`config.mk`:
```
export PLATFORM = sky130hd
export DESIGN_NAME = oss_top
export DESIGN_NICKNAME = d
export VERILOG_FILES = /design/src/oss_pkg.sv /design/src/oss_st_if.sv /design/src/oss_top.sv /design/src/oss_sync.sv /design/src/oss_startup.sv
export SDC_FILE = /design/constraint.sdc
export NUM_CORES = 1
export LEC_CHECK = 0
export BUFFER_PORTS_ARGS = -buffer_cell sky130_fd_sc_hd__buf_2
export CAP_MARGIN = 20
export CORE_ASPECT_RATIO = 1.5
export CORE_UTILIZATION = 48
export CTS_CLUSTER_DIAMETER = 60
export DETAILED_ROUTE_END_ITERATION = 16
export MAX_ROUTING_LAYER = met4
export PLACE_DENSITY = 0.81
export RECOVER_POWER = 50
export SKIP_CTS_REPAIR_TIMING = 1
export SLEW_MARGIN = 5
export SYNTH_ARGS = -nofsm -noshare
export SYNTH_HDL_FRONTEND = slang
export SYNTH_HIERARCHICAL = 1
export SYNTH_SLANG_ARGS = --single-unit
```
`constraint.sdc`:
```
create_clock -name pclk -period 2.25 [get_ports pclk]
set_input_delay 0.3375 -clock pclk [delete_from_list [all_inputs] [get_ports pclk]]
set_output_delay 0.3375 -clock pclk [all_outputs]
set_load 0.05 [all_outputs]
```
`src/oss_pkg.sv`:
```
package oss_pkg;

  // ==========================================================================
  // Register map (byte addresses on the APB bus).
  localparam logic [11:0] OSS_ADDR_CONTROL = 12'h000;
  localparam logic [11:0] OSS_ADDR_STATUS = 12'h004;
  localparam logic [11:0] OSS_ADDR_TUNING = 12'h008;
  localparam logic [11:0] OSS_ADDR_FAIL = 12'h00C;

  // ==========================================================================
  // Control register fields and reset values, and the tuning register reset value.
  localparam int OSS_CTL_PLL_BIT = 7;
  localparam int OSS_CTL_FREQ_HI = 6;
  localparam int OSS_CTL_FREQ_LO = 3;
  localparam int OSS_CTL_SEL_HI = 1;
  localparam int OSS_CTL_SEL_LO = 0;
  localparam logic [3:0] OSS_FREQ_RESET = 4'h7;
  localparam logic [1:0] OSS_SEL_RESET = 2'h0;
  localparam logic [5:0] OSS_TRIM_RESET = 6'h00;

  // Fail register fields.
  localparam int OSS_FAIL_FLAG_BIT = 0;
  localparam int OSS_FAIL_IE_BIT = 1;

  // ==========================================================================
  // System clock select codes.
  localparam logic [1:0] OSS_SEL_CONFIG = 2'h0;
  localparam logic [1:0] OSS_SEL_SECONDARY = 2'h1;

  // Configuration-word source codes.
  localparam logic [2:0] OSS_CFG_LP = 3'h0;
  localparam logic [2:0] OSS_CFG_XT = 3'h1;
  localparam logic [2:0] OSS_CFG_HS = 3'h2;
  localparam logic [2:0] OSS_CFG_INTERNAL = 3'h4;

  // Start-up timer oscillation count.
  localparam int OSS_OST_COUNT = 1024;

  // ==========================================================================
  // Oscillator and clock source choices.
  typedef enum logic [1:0] {OSS_OSC_HF, OSS_OSC_MF, OSS_OSC_LF} oss_osc_t;
  typedef enum logic [1:0] {OSS_SRC_INTERNAL, OSS_SRC_SECONDARY, OSS_SRC_CONFIG} oss_src_t;

endpackage : oss_pkg

```
`src/oss_st_if.sv`:
```
`timescale 1ns/100ps
interface oss_st_if;
  logic restart;
  logic crystal;
  logic monitor_en;
  logic ext_fail;
  logic ext_tick;
  logic timer_done;
  logic fail_event;
  logic failed;

  modport ctrl (output restart, output crystal, output monitor_en, output ext_fail, output ext_tick,
                input timer_done, input fail_event, input failed);
  modport timer (input restart, input crystal, input monitor_en, input ext_fail, input ext_tick,
                 output timer_done, output fail_event, output failed);
endinterface : oss_st_if

```
`src/oss_top.sv`:
```
// The implementer's own choices: the register addresses and the APB slave port.
`timescale 1ns/100ps
// Notes on behaviour
// Configuration PLL force keeps the 4x PLL on, ignoring the software bit.
// Without force, control bit 7 turns the 4x PLL on or off.
// Frequency codes 1111/1101/1100/1011 give 16/4/2/1 MHz from HF.
// Code 1110 gives 8 MHz, or 32 MHz with the software PLL bit.
// Codes 1010-1000 divide HF; 0111-0100 divide MF; 0111 at reset.
// 0011 is HF 31.25 kHz, 0010 MF 31.25 kHz, 000x the LF oscillator.
// Select 1x internal, 01 secondary, 00 configuration-word source.
// Control bit 2 always reads zero.
// With secondary enabled, status bit 7 follows secondary readiness.
// With secondary disabled, status bit 7 reads one.
// Status bit 6 shows PLL ready.
// Status bit 5 is one while running from the configuration-word source.
// Status bits 4, 2, 1 show HF, MF, LF oscillator ready.
// Status bit 3 shows HF locked within 2 percent.
// Status bit 0 shows HF stable within 0.5 percent.
// Six-bit signed trim: zero calibrated, 011111 max, 100000 min.
// On external clock failure switch to internal and set the fail flag.
// Changing the select restarts the start-up timer; internal runs meanwhile.
// Crystal sources wait 1024 oscillations before use.
// Analog ready and accuracy inputs are synchronised before use.
module oss_top
  import oss_pkg::*;
#(
  parameter int OST_COUNT = OSS_OST_COUNT
)
(
  // APB slave
  input wire logic pclk,
  input wire logic presetn,
  input wire logic psel,
  input wire logic penable,
  input wire logic pwrite,
  input wire logic [11:0] paddr,
  input wire logic [31:0] pwdata,
  output logic [31:0] prdata,
  output logic pready,
  output logic pslverr,
  // Configuration words and peripheral settings
  input wire logic cfg_pll_force,
  input wire logic [2:0] cfg_clock_source,
  input wire logic cfg_fail_monitor_en,
  input wire logic secondary_osc_enable,
  // Analog oscillator indications
  input wire logic secondary_osc_ready_raw,
  input wire logic pll_ready_raw,
  input wire logic high_freq_ready_raw,
  input wire logic high_freq_locked_raw,
  input wire logic mid_freq_ready_raw,
  input wire logic low_freq_ready_raw,
  input wire logic high_freq_stable_raw,
  input wire logic ext_clk_fail_raw,
  input wire logic ext_osc_toggle,
  // Clock steering outputs
  output logic pll_enable,
  output logic [1:0] clk_source,
  output logic [1:0] internal_osc,
  output logic [3:0] internal_div_log2,
  output logic [5:0] freq_trim,
  output logic startup_timer_status,
  output logic osc_fail_flag
);

  // ==========================================================================
  // Frequency decode: oscillator and power-of-two divider for a select code.
  function automatic logic [5:0] oss_freq_decode(input logic [3:0] code);
    logic [5:0] r;
    r = {OSS_OSC_LF, 4'h0};
    case (code)
      4'hF: r = {OSS_OSC_HF, 4'h0};
      4'hE: r = {OSS_OSC_HF, 4'h1};
      4'hD: r = {OSS_OSC_HF, 4'h2};
      4'hC: r = {OSS_OSC_HF, 4'h3};
      4'hB: r = {OSS_OSC_HF, 4'h4};
      4'hA: r = {OSS_OSC_HF, 4'h5};
      4'h9: r = {OSS_OSC_HF, 4'h6};
      4'h8: r = {OSS_OSC_HF, 4'h7};
      4'h7: r = {OSS_OSC_MF, 4'h0};
      4'h6: r = {OSS_OSC_MF, 4'h1};
      4'h5: r = {OSS_OSC_MF, 4'h2};
      4'h4: r = {OSS_OSC_MF, 4'h3};
      4'h3: r = {OSS_OSC_HF, 4'h9};
      4'h2: r = {OSS_OSC_MF, 4'h4};
      default: r = {OSS_OSC_LF, 4'h0};
    endcase
    return r;
  endfunction : oss_freq_decode

  // ==========================================================================
  // Synchronised analog indications.
  // Every analog level passes two flip-flops before any decision reads it.
  logic [8:0] raw_in;
  logic [8:0] syn;
  assign raw_in = {ext_osc_toggle, ext_clk_fail_raw, secondary_osc_ready_raw, pll_ready_raw,
                   high_freq_ready_raw, high_freq_locked_raw, mid_freq_ready_raw,
                   low_freq_ready_raw, high_freq_stable_raw};

  oss_sync #(.WIDTH(9)) u_sync (
    .pclk(pclk),
    .presetn(presetn),
    .async_in(raw_in),
    .sync_out(syn)
  );

  // ==========================================================================
  // Registers.
  logic soft_pll_on_r;
  logic [3:0] internal_freq_sel_r;
  logic [1:0] sys_clk_sel_r;
  logic [5:0] freq_trim_r;
  logic osc_fail_flag_r;
  logic osc_fail_irq_enable_r;
  logic [31:0] prdata_r;
  logic pready_r;
  logic pslverr_r;
  logic pll_enable_r;
  logic [1:0] clk_source_r;
  logic [1:0] internal_osc_r;
  logic [3:0] internal_div_r;
  logic startup_status_r;

  // ==========================================================================
  // APB decode: one wait state, write committed at the edge with pready high.
  logic access;
  logic commit;
  logic hit_ctl;
  logic hit_sta;
  logic hit_tun;
  logic hit_fail;
  logic mapped;
  logic wr_ctl;
  logic wr_tun;
  logic wr_fail;
  logic sel_change;
  logic [7:0] ctl_val;
  logic [7:0] sta_val;
  logic [7:0] tun_val;
  logic [7:0] fail_val;
  logic [7:0] rd_val;
  logic [31:0] prdata_nxt;
  logic slverr_nxt;

  assign access = psel && penable && !pready_r;
  assign commit = psel && penable && pready_r;
  assign hit_ctl = (paddr == OSS_ADDR_CONTROL);
  assign hit_sta = (paddr == OSS_ADDR_STATUS);
  assign hit_tun = (paddr == OSS_ADDR_TUNING);
  assign hit_fail = (paddr == OSS_ADDR_FAIL);
  assign mapped = hit_ctl || hit_sta || hit_tun || hit_fail;
  assign wr_ctl = commit && pwrite && hit_ctl;
  assign wr_tun = commit && pwrite && hit_tun;
  assign wr_fail = commit && pwrite && hit_fail;
  // Rewriting the select with its present value leaves the timer and failure state alone.
  assign sel_change = wr_ctl && (pwdata[OSS_CTL_SEL_HI:OSS_CTL_SEL_LO] != sys_clk_sel_r);

  // ==========================================================================
  // Start-up timer and fail monitor.
  oss_st_if st ();
  assign st.restart = sel_change;
  assign st.crystal = (cfg_clock_source == OSS_CFG_LP) || (cfg_clock_source == OSS_CFG_XT) ||
                      (cfg_clock_source == OSS_CFG_HS);
  assign st.monitor_en = cfg_fail_monitor_en;
  assign st.ext_fail = syn[7];
  assign st.ext_tick = syn[8];

  oss_startup #(.OST_COUNT(OST_COUNT)) u_startup (
    .pclk(pclk),
    .presetn(presetn),
    .st(st)
  );

  // ==========================================================================
  // Clock steering.
  logic [5:0] dec;
  logic run_cfg;
  logic pll_on;
  logic [1:0] src_nxt;
  logic pll_32m;
  logic [3:0] div_nxt;

  assign dec = oss_freq_decode(internal_freq_sel_r);
  assign pll_on = cfg_pll_force || soft_pll_on_r;
  // Config source is used only after the timer and while no failure stands.
  assign run_cfg = (sys_clk_sel_r == OSS_SEL_CONFIG) && st.timer_done && !st.failed &&
                   (cfg_clock_source != OSS_CFG_INTERNAL);
  assign src_nxt = sys_clk_sel_r[1] ? OSS_SRC_INTERNAL :
                   (sys_clk_sel_r == OSS_SEL_SECONDARY) ? OSS_SRC_SECONDARY :
                   run_cfg ? OSS_SRC_CONFIG : OSS_SRC_INTERNAL;
  // With the software PLL bit, code 1110 runs the 8 MHz tap through the 4x PLL, so no division is left.
  assign pll_32m = (internal_freq_sel_r == 4'hE) && soft_pll_on_r;
  assign div_nxt = pll_32m ? 4'h0 : dec[3:0];

  // ==========================================================================
  // Read values.
  assign ctl_val = {soft_pll_on_r, internal_freq_sel_r, 1'b0, sys_clk_sel_r};
  assign sta_val = {secondary_osc_enable ? syn[6] : 1'b1,
                    syn[5],
                    startup_status_r,
                    syn[4], syn[3], syn[2], syn[1], syn[0]};
  assign tun_val = {2'h0, freq_trim_r};
  assign fail_val = {6'h00, osc_fail_irq_enable_r, osc_fail_flag_r};
  assign rd_val = hit_ctl ? ctl_val : hit_sta ? sta_val : hit_tun ? tun_val :
                  hit_fail ? fail_val : 8'h00;
  // Read data stands only in the answer cycle; it is zero at all other times.
  assign prdata_nxt = (access && !pwrite) ? {24'h000000, rd_val} : 32'h00000000;
  assign slverr_nxt = access && !mapped;

  // Bus answer: pready, pslverr and prdata are registered one-cycle pulses.
  always_ff @(posedge pclk or negedge presetn)
  begin
    if (!presetn)
    begin
      pready_r <= 1'b0;
      pslverr_r <= 1'b0;
      prdata_r <= 32'h00000000;
    end
    else
    begin
      pready_r <= access;
      pslverr_r <= slverr_nxt;
      prdata_r <= prdata_nxt;
    end
  end

  // The control word is loaded whole on the edge at which the write commits.
  always_ff @(posedge pclk or negedge presetn)
  begin
    if (!presetn)
    begin
      soft_pll_on_r <= 1'b0;
      internal_freq_sel_r <= OSS_FREQ_RESET;
      sys_clk_sel_r <= OSS_SEL_RESET;
    end
    else if (wr_ctl)
    begin
      soft_pll_on_r <= pwdata[OSS_CTL_PLL_BIT];
      internal_freq_sel_r <= pwdata[OSS_CTL_FREQ_HI:OSS_CTL_FREQ_LO];
      sys_clk_sel_r <= pwdata[OSS_CTL_SEL_HI:OSS_CTL_SEL_LO];
    end
  end

  always_ff @(posedge pclk or negedge presetn)
  begin
    if (!presetn)
    begin
      freq_trim_r <= OSS_TRIM_RESET;
      osc_fail_irq_enable_r <= 1'b0;
    end
    else
    begin
      if (wr_tun)
        freq_trim_r <= pwdata[5:0];
      if (wr_fail)
        osc_fail_irq_enable_r <= pwdata[OSS_FAIL_IE_BIT];
    end
  end

  // Fail flag: a new failure wins over a write-one-to-clear in the same cycle.
  logic fail_clear;
  logic fail_flag_nxt;
  assign fail_clear = wr_fail && pwdata[OSS_FAIL_FLAG_BIT];
  assign fail_flag_nxt = st.fail_event || (osc_fail_flag_r && !fail_clear);

  always_ff @(posedge pclk or negedge presetn)
  begin
    if (!presetn)
      osc_fail_flag_r <= 1'b0;
    else
      osc_fail_flag_r <= fail_flag_nxt;
  end

  always_ff @(posedge pclk or negedge presetn)
  begin
    if (!presetn)
    begin
      pll_enable_r <= 1'b0;
      clk_source_r <= OSS_SRC_INTERNAL;
      internal_osc_r <= OSS_OSC_MF;
      internal_div_r <= 4'h0;
      startup_status_r <= 1'b0;
    end
    else
    begin
      pll_enable_r <= pll_on;
      clk_source_r <= src_nxt;
      internal_osc_r <= dec[5:4];
      internal_div_r <= div_nxt;
      startup_status_r <= run_cfg;
    end
  end

  // ==========================================================================
  // Outputs.
  assign prdata = prdata_r;
  assign pready = pready_r;
  assign pslverr = pslverr_r;
  assign pll_enable = pll_enable_r;
  assign clk_source = clk_source_r;
  assign internal_osc = internal_osc_r;
  assign internal_div_log2 = internal_div_r;
  assign freq_trim = freq_trim_r;
  assign startup_timer_status = startup_status_r;
  assign osc_fail_flag = osc_fail_flag_r;

endmodule : oss_top

```
`src/oss_sync.sv`:
```
`timescale 1ns/100ps
module oss_sync
  import oss_pkg::*;
#(
  parameter int WIDTH = 8
)
(
  // Clock and reset
  input wire logic pclk,
  input wire logic presetn,
  // Asynchronous levels in, synchronised levels out
  input wire logic [WIDTH-1:0] async_in,
  output logic [WIDTH-1:0] sync_out
);

  logic [WIDTH-1:0] meta_r;

  // ==========================================================================
  // Two-flop synchroniser per bit.
  genvar i;
  generate
    for (i = 0; i < WIDTH; i++)
    begin : g_bit
      always_ff @(posedge pclk or negedge presetn)
      begin
        if (!presetn)
        begin
          meta_r[i] <= 1'b0;
          sync_out[i] <= 1'b0;
        end
        else
        begin
          meta_r[i] <= async_in[i];
          sync_out[i] <= meta_r[i];
        end
      end
    end
  endgenerate

endmodule : oss_sync

```
`src/oss_startup.sv`:
```
`timescale 1ns/100ps
module oss_startup
  import oss_pkg::*;
#(
  parameter int OST_COUNT = OSS_OST_COUNT
)
(
  // Clock and reset
  input wire logic pclk,
  input wire logic presetn,
  // Link to the control logic
  oss_st_if.timer st
);

  localparam int CW = $clog2(OST_COUNT + 1);
  localparam logic [CW-1:0] LAST = CW'(OST_COUNT);

  logic [CW-1:0] count_r;
  logic [CW-1:0] count_nxt;
  logic failed_r;
  logic tick_d_r;
  logic tick_edge;
  logic counted;
  logic fail_hit;

  // ==========================================================================
  // Oscillation counting; non-crystal sources need no settling time.
  assign tick_edge = st.ext_tick & ~tick_d_r;
  assign counted = (count_r == LAST);
  assign count_nxt = st.restart ? '0 : (tick_edge && !counted) ? count_r + CW'(1) : count_r;
  assign st.timer_done = !st.crystal || counted;
  // The monitor only watches once the timer has expired.
  assign fail_hit = st.monitor_en && st.timer_done && st.ext_fail && !failed_r;
  assign st.fail_event = fail_hit;
  assign st.failed = failed_r;

  always_ff @(posedge pclk or negedge presetn)
  begin
    if (!presetn)
    begin
      count_r <= '0;
      tick_d_r <= 1'b0;
      failed_r <= 1'b0;
    end
    else
    begin
      count_r <= count_nxt;
      tick_d_r <= st.ext_tick;
      // A failure seen in the cycle of a restart still wins, as it does for the fail flag.
      failed_r <= fail_hit || (failed_r && !st.restart);
    end
  end

endmodule : oss_startup

```
==> impl_metrics.yaml <==
synthesis:
  ys_async_sr_fraction: 1.00
  synth_area_um2: 2910
  ys_seq_elements: 66
  dominantRegCellSynth: "dfrtp_1"
  netlist_instances: 234
  seq_area_frac_synth: 0.569
  synth_edf_count: 0
  yosysWarnings: 6
  synth_top_area_frac: 0.533
  synth.largest_area_cell: "dfrtp_1"
  synth_cell_types: 51
  synth_top_cells_by_area: "dfrtp_1 (53%), buf_4 (6.2%), dfstp_2 (3.6%)"
  syn_area_per_cell_um2: 12.4
final_layout:
  drive_gt1_frac: 0.380
  nFillCells: 477
  num_antenna_cells: 0
  nNetsFinal: 374
  synthToLayoutAreaGrowth_pct: 18.8
  post-route-util: 0.594
cts:
  clkSinkCount: 66
  tritoncts: "yes"
  ctsRootBufferMaster: "clkbuf_8"
  clock_latency_ns: 0.34
  clk_pin_slew_ns: 0.08
  htreeDepth: 3
  clockBufferDepth: 2
  numCtsBuffers: 9
hold_path:
  hold_depth: 1
  holdCritStartpoint: "high_freq_locked_raw"
  holdPathEnd: "u_sync/meta_r[3]"
  holdCritPathClass: "input pin to flop"
worst_setup_path:
  timing.rr.start: "u_startup/count_r[7]"
  r2r-end: "clk_source[1]"
  cp.depth: 5
  crit_family: "simple AND/OR/NAND/NOR gates"
  slowest_delay_ns: 0.61
  critical_path_required_ns: 2.50
  critPathMaxFanout: 4
  critPathLaunchType: "flop"
  worstSetupPathType: "flop to flop"
  r2r_setup_slack_ns: 0.22
  cp-end-kind: "flop"
  cp_slowest_cell: "or4b_2"
  arrival_ns: 2.29
  rr_worst_depth: 5
  crit_buf_inv: 0
  path_cells: "nor4_1 -> nand4_1 -> nand2_1 -> or4b_2 -> a21oi_1"
power:
  power_uw: 3010
  ir_drop_v: 0.000593
  powerDensity_nw_per_um2: 871
  p_leak_uw: 0.00172
grt:
  grt_pass1_wl_mm: 8.83
  track_usage: 0.194
  first_global_vias: 1971
  antenna_found_initial: 0
  overflow: 0
  grt_start_max_net_pins: 67
drt:
  initialDrtViolationCount: 119
  drt-total-wl_mm: 5.46
  post_drt_wl_per_cell_um: 14.2
  via_per_inst: 4.98
  route.vias.total: 1919
  ant_nets: 0
  drc: 0
  firstDrtPassIters: 4
timing:
  period_share: 0.904
  setup-tns-final_ns: 0
  min_period_ns: 2.03
  skew_ns: 0.0155
  hold_violations: 0
  finalSetupViolCount: 0
  relSlewSlack: -0.0442
  slew_violations: 67
  worst_slew_pin_slew_ns: 1.57
  clock.fmax_ghz: 0.492
  rsz0062_at_grt: "no"
die:
  start_util: 0.500
  die_w_um: 65.6
  die-area_um2: 6390
  ios: 115
  num_rows: 34
  die_y_um: 97.4
  core_um2: 5830
status:
  outcome: "finished, violations left"
  violations: "max-capacitance violations, max-slew violations"
place:
  gp_congestion: 0.790
  dp_hpwl_mm: 4.02
  io_buffers: 66
job:
  cap_violations: 1
power breakdown:
group	switching (uW)	leakage, uW	internal [uW]
logic	308	0.000783	168
clock network	470	0.000114	633
registers	133	0.000820	1300
cell families after synthesis:
| kind of cell | synth area share |
|---|---|
| compound gates | 0.0434 |
| xor+xnor | 0.0241 |
| fa+ha+maj | 0.00859 |
| buf+inv | 0.0777 |
| flops | 0.569 |
| mux | 0.104 |
| other cells | 0.00129 |
| simple gates | 0.173 |
cell usage in the layout (no fill, tap or decap), types with 3 or more instances in the layout:
cell type,Yosys,final
dfrtp_1,62,62
mux2_4,7,7
clkbuf_8,0,9
mux2_2,8,8
mux2i_1,5,5
nor3_1,4,4
buf_2,1,66
or2_2,4,4
nor2_1,19,19
inv_1,4,4
xnor2_1,4,4
nand4_1,7,7
conb_1,1,24
buf_4,24,3
nand3_1,5,5
nand2_1,12,12
nor2b_1,7,7
dfstp_2,4,4
xor2_1,4,4
a21oi_1,9,9
worst max path at each step:
stage                                 endpoint  slack (ns)                  from
after floorplan           u_startup/count_r[2]        0.13                pready
after global placement    u_startup/count_r[2]        0.31              paddr[2]
after detailed placement         clk_source[1]        0.25  u_startup/count_r[7]
after CTS                        clk_source[1]        0.24  u_startup/count_r[7]
after global routing             clk_source[1]        0.04  u_startup/count_r[3]
final                            clk_source[1]        0.22  u_startup/count_r[7]
state kept, by name, indices dropped and copies added, names as in the netlist, 2 cells and up:
name,flops
sys_clk_sel_r,2
u_sync/sync_out,9
internal_osc,2
u_sync/meta_r,9
freq_trim,6
prdata,8
internal_freq_sel_r,4
internal_div_log2,4
u_startup/count_r,11
clk_source,2
metrics by stage:
step	hold slack (ns)	setup slack [ns]	instances	instance area [um2]
2_1_floorplan	0.0419	0.125	257	3000
3_3_place_gp	0.334	0.314	369	3250
3_5_place_dp	0.335	0.253	369	3250
4_1_cts	0.0117	0.240	385	3470
5_1_grt	0.0745	0.0355	385	3460
6_report	0.0958	0.216	385	3460
layer usage:
layer	vias to the layer above	track usage	share of wire
met5	-	-	0
met4	0	0.0970	0.021
met3	8	0.0540	0.041
met2	52	0.342	0.57
met1	939	0.186	0.36
li1	920	-	-
synth_stat cells, types with 5 or more instances:
library cell  count
mux2_4            7
nand2_1          12
mux2i_1           5
mux2_2            8
a21oi_1           9
nand4_1           7
buf_4            24
nor2b_1           7
nand3_1           5
dfrtp_1          62
nor2_1           19
layout make-up:
cell class,instances,area (um2),share of cell area
clock buffers,9,124,0.0358
clock inverters,7,100,0.0289
inverters,4,15.0,0.00434
multi-input cells,157,1120,0.323
flip-flops and latches,66,1660,0.479
well taps,72,90.1,0.0260
repair buffers,70,358,0.103
(Power assumes the default switching activity.)
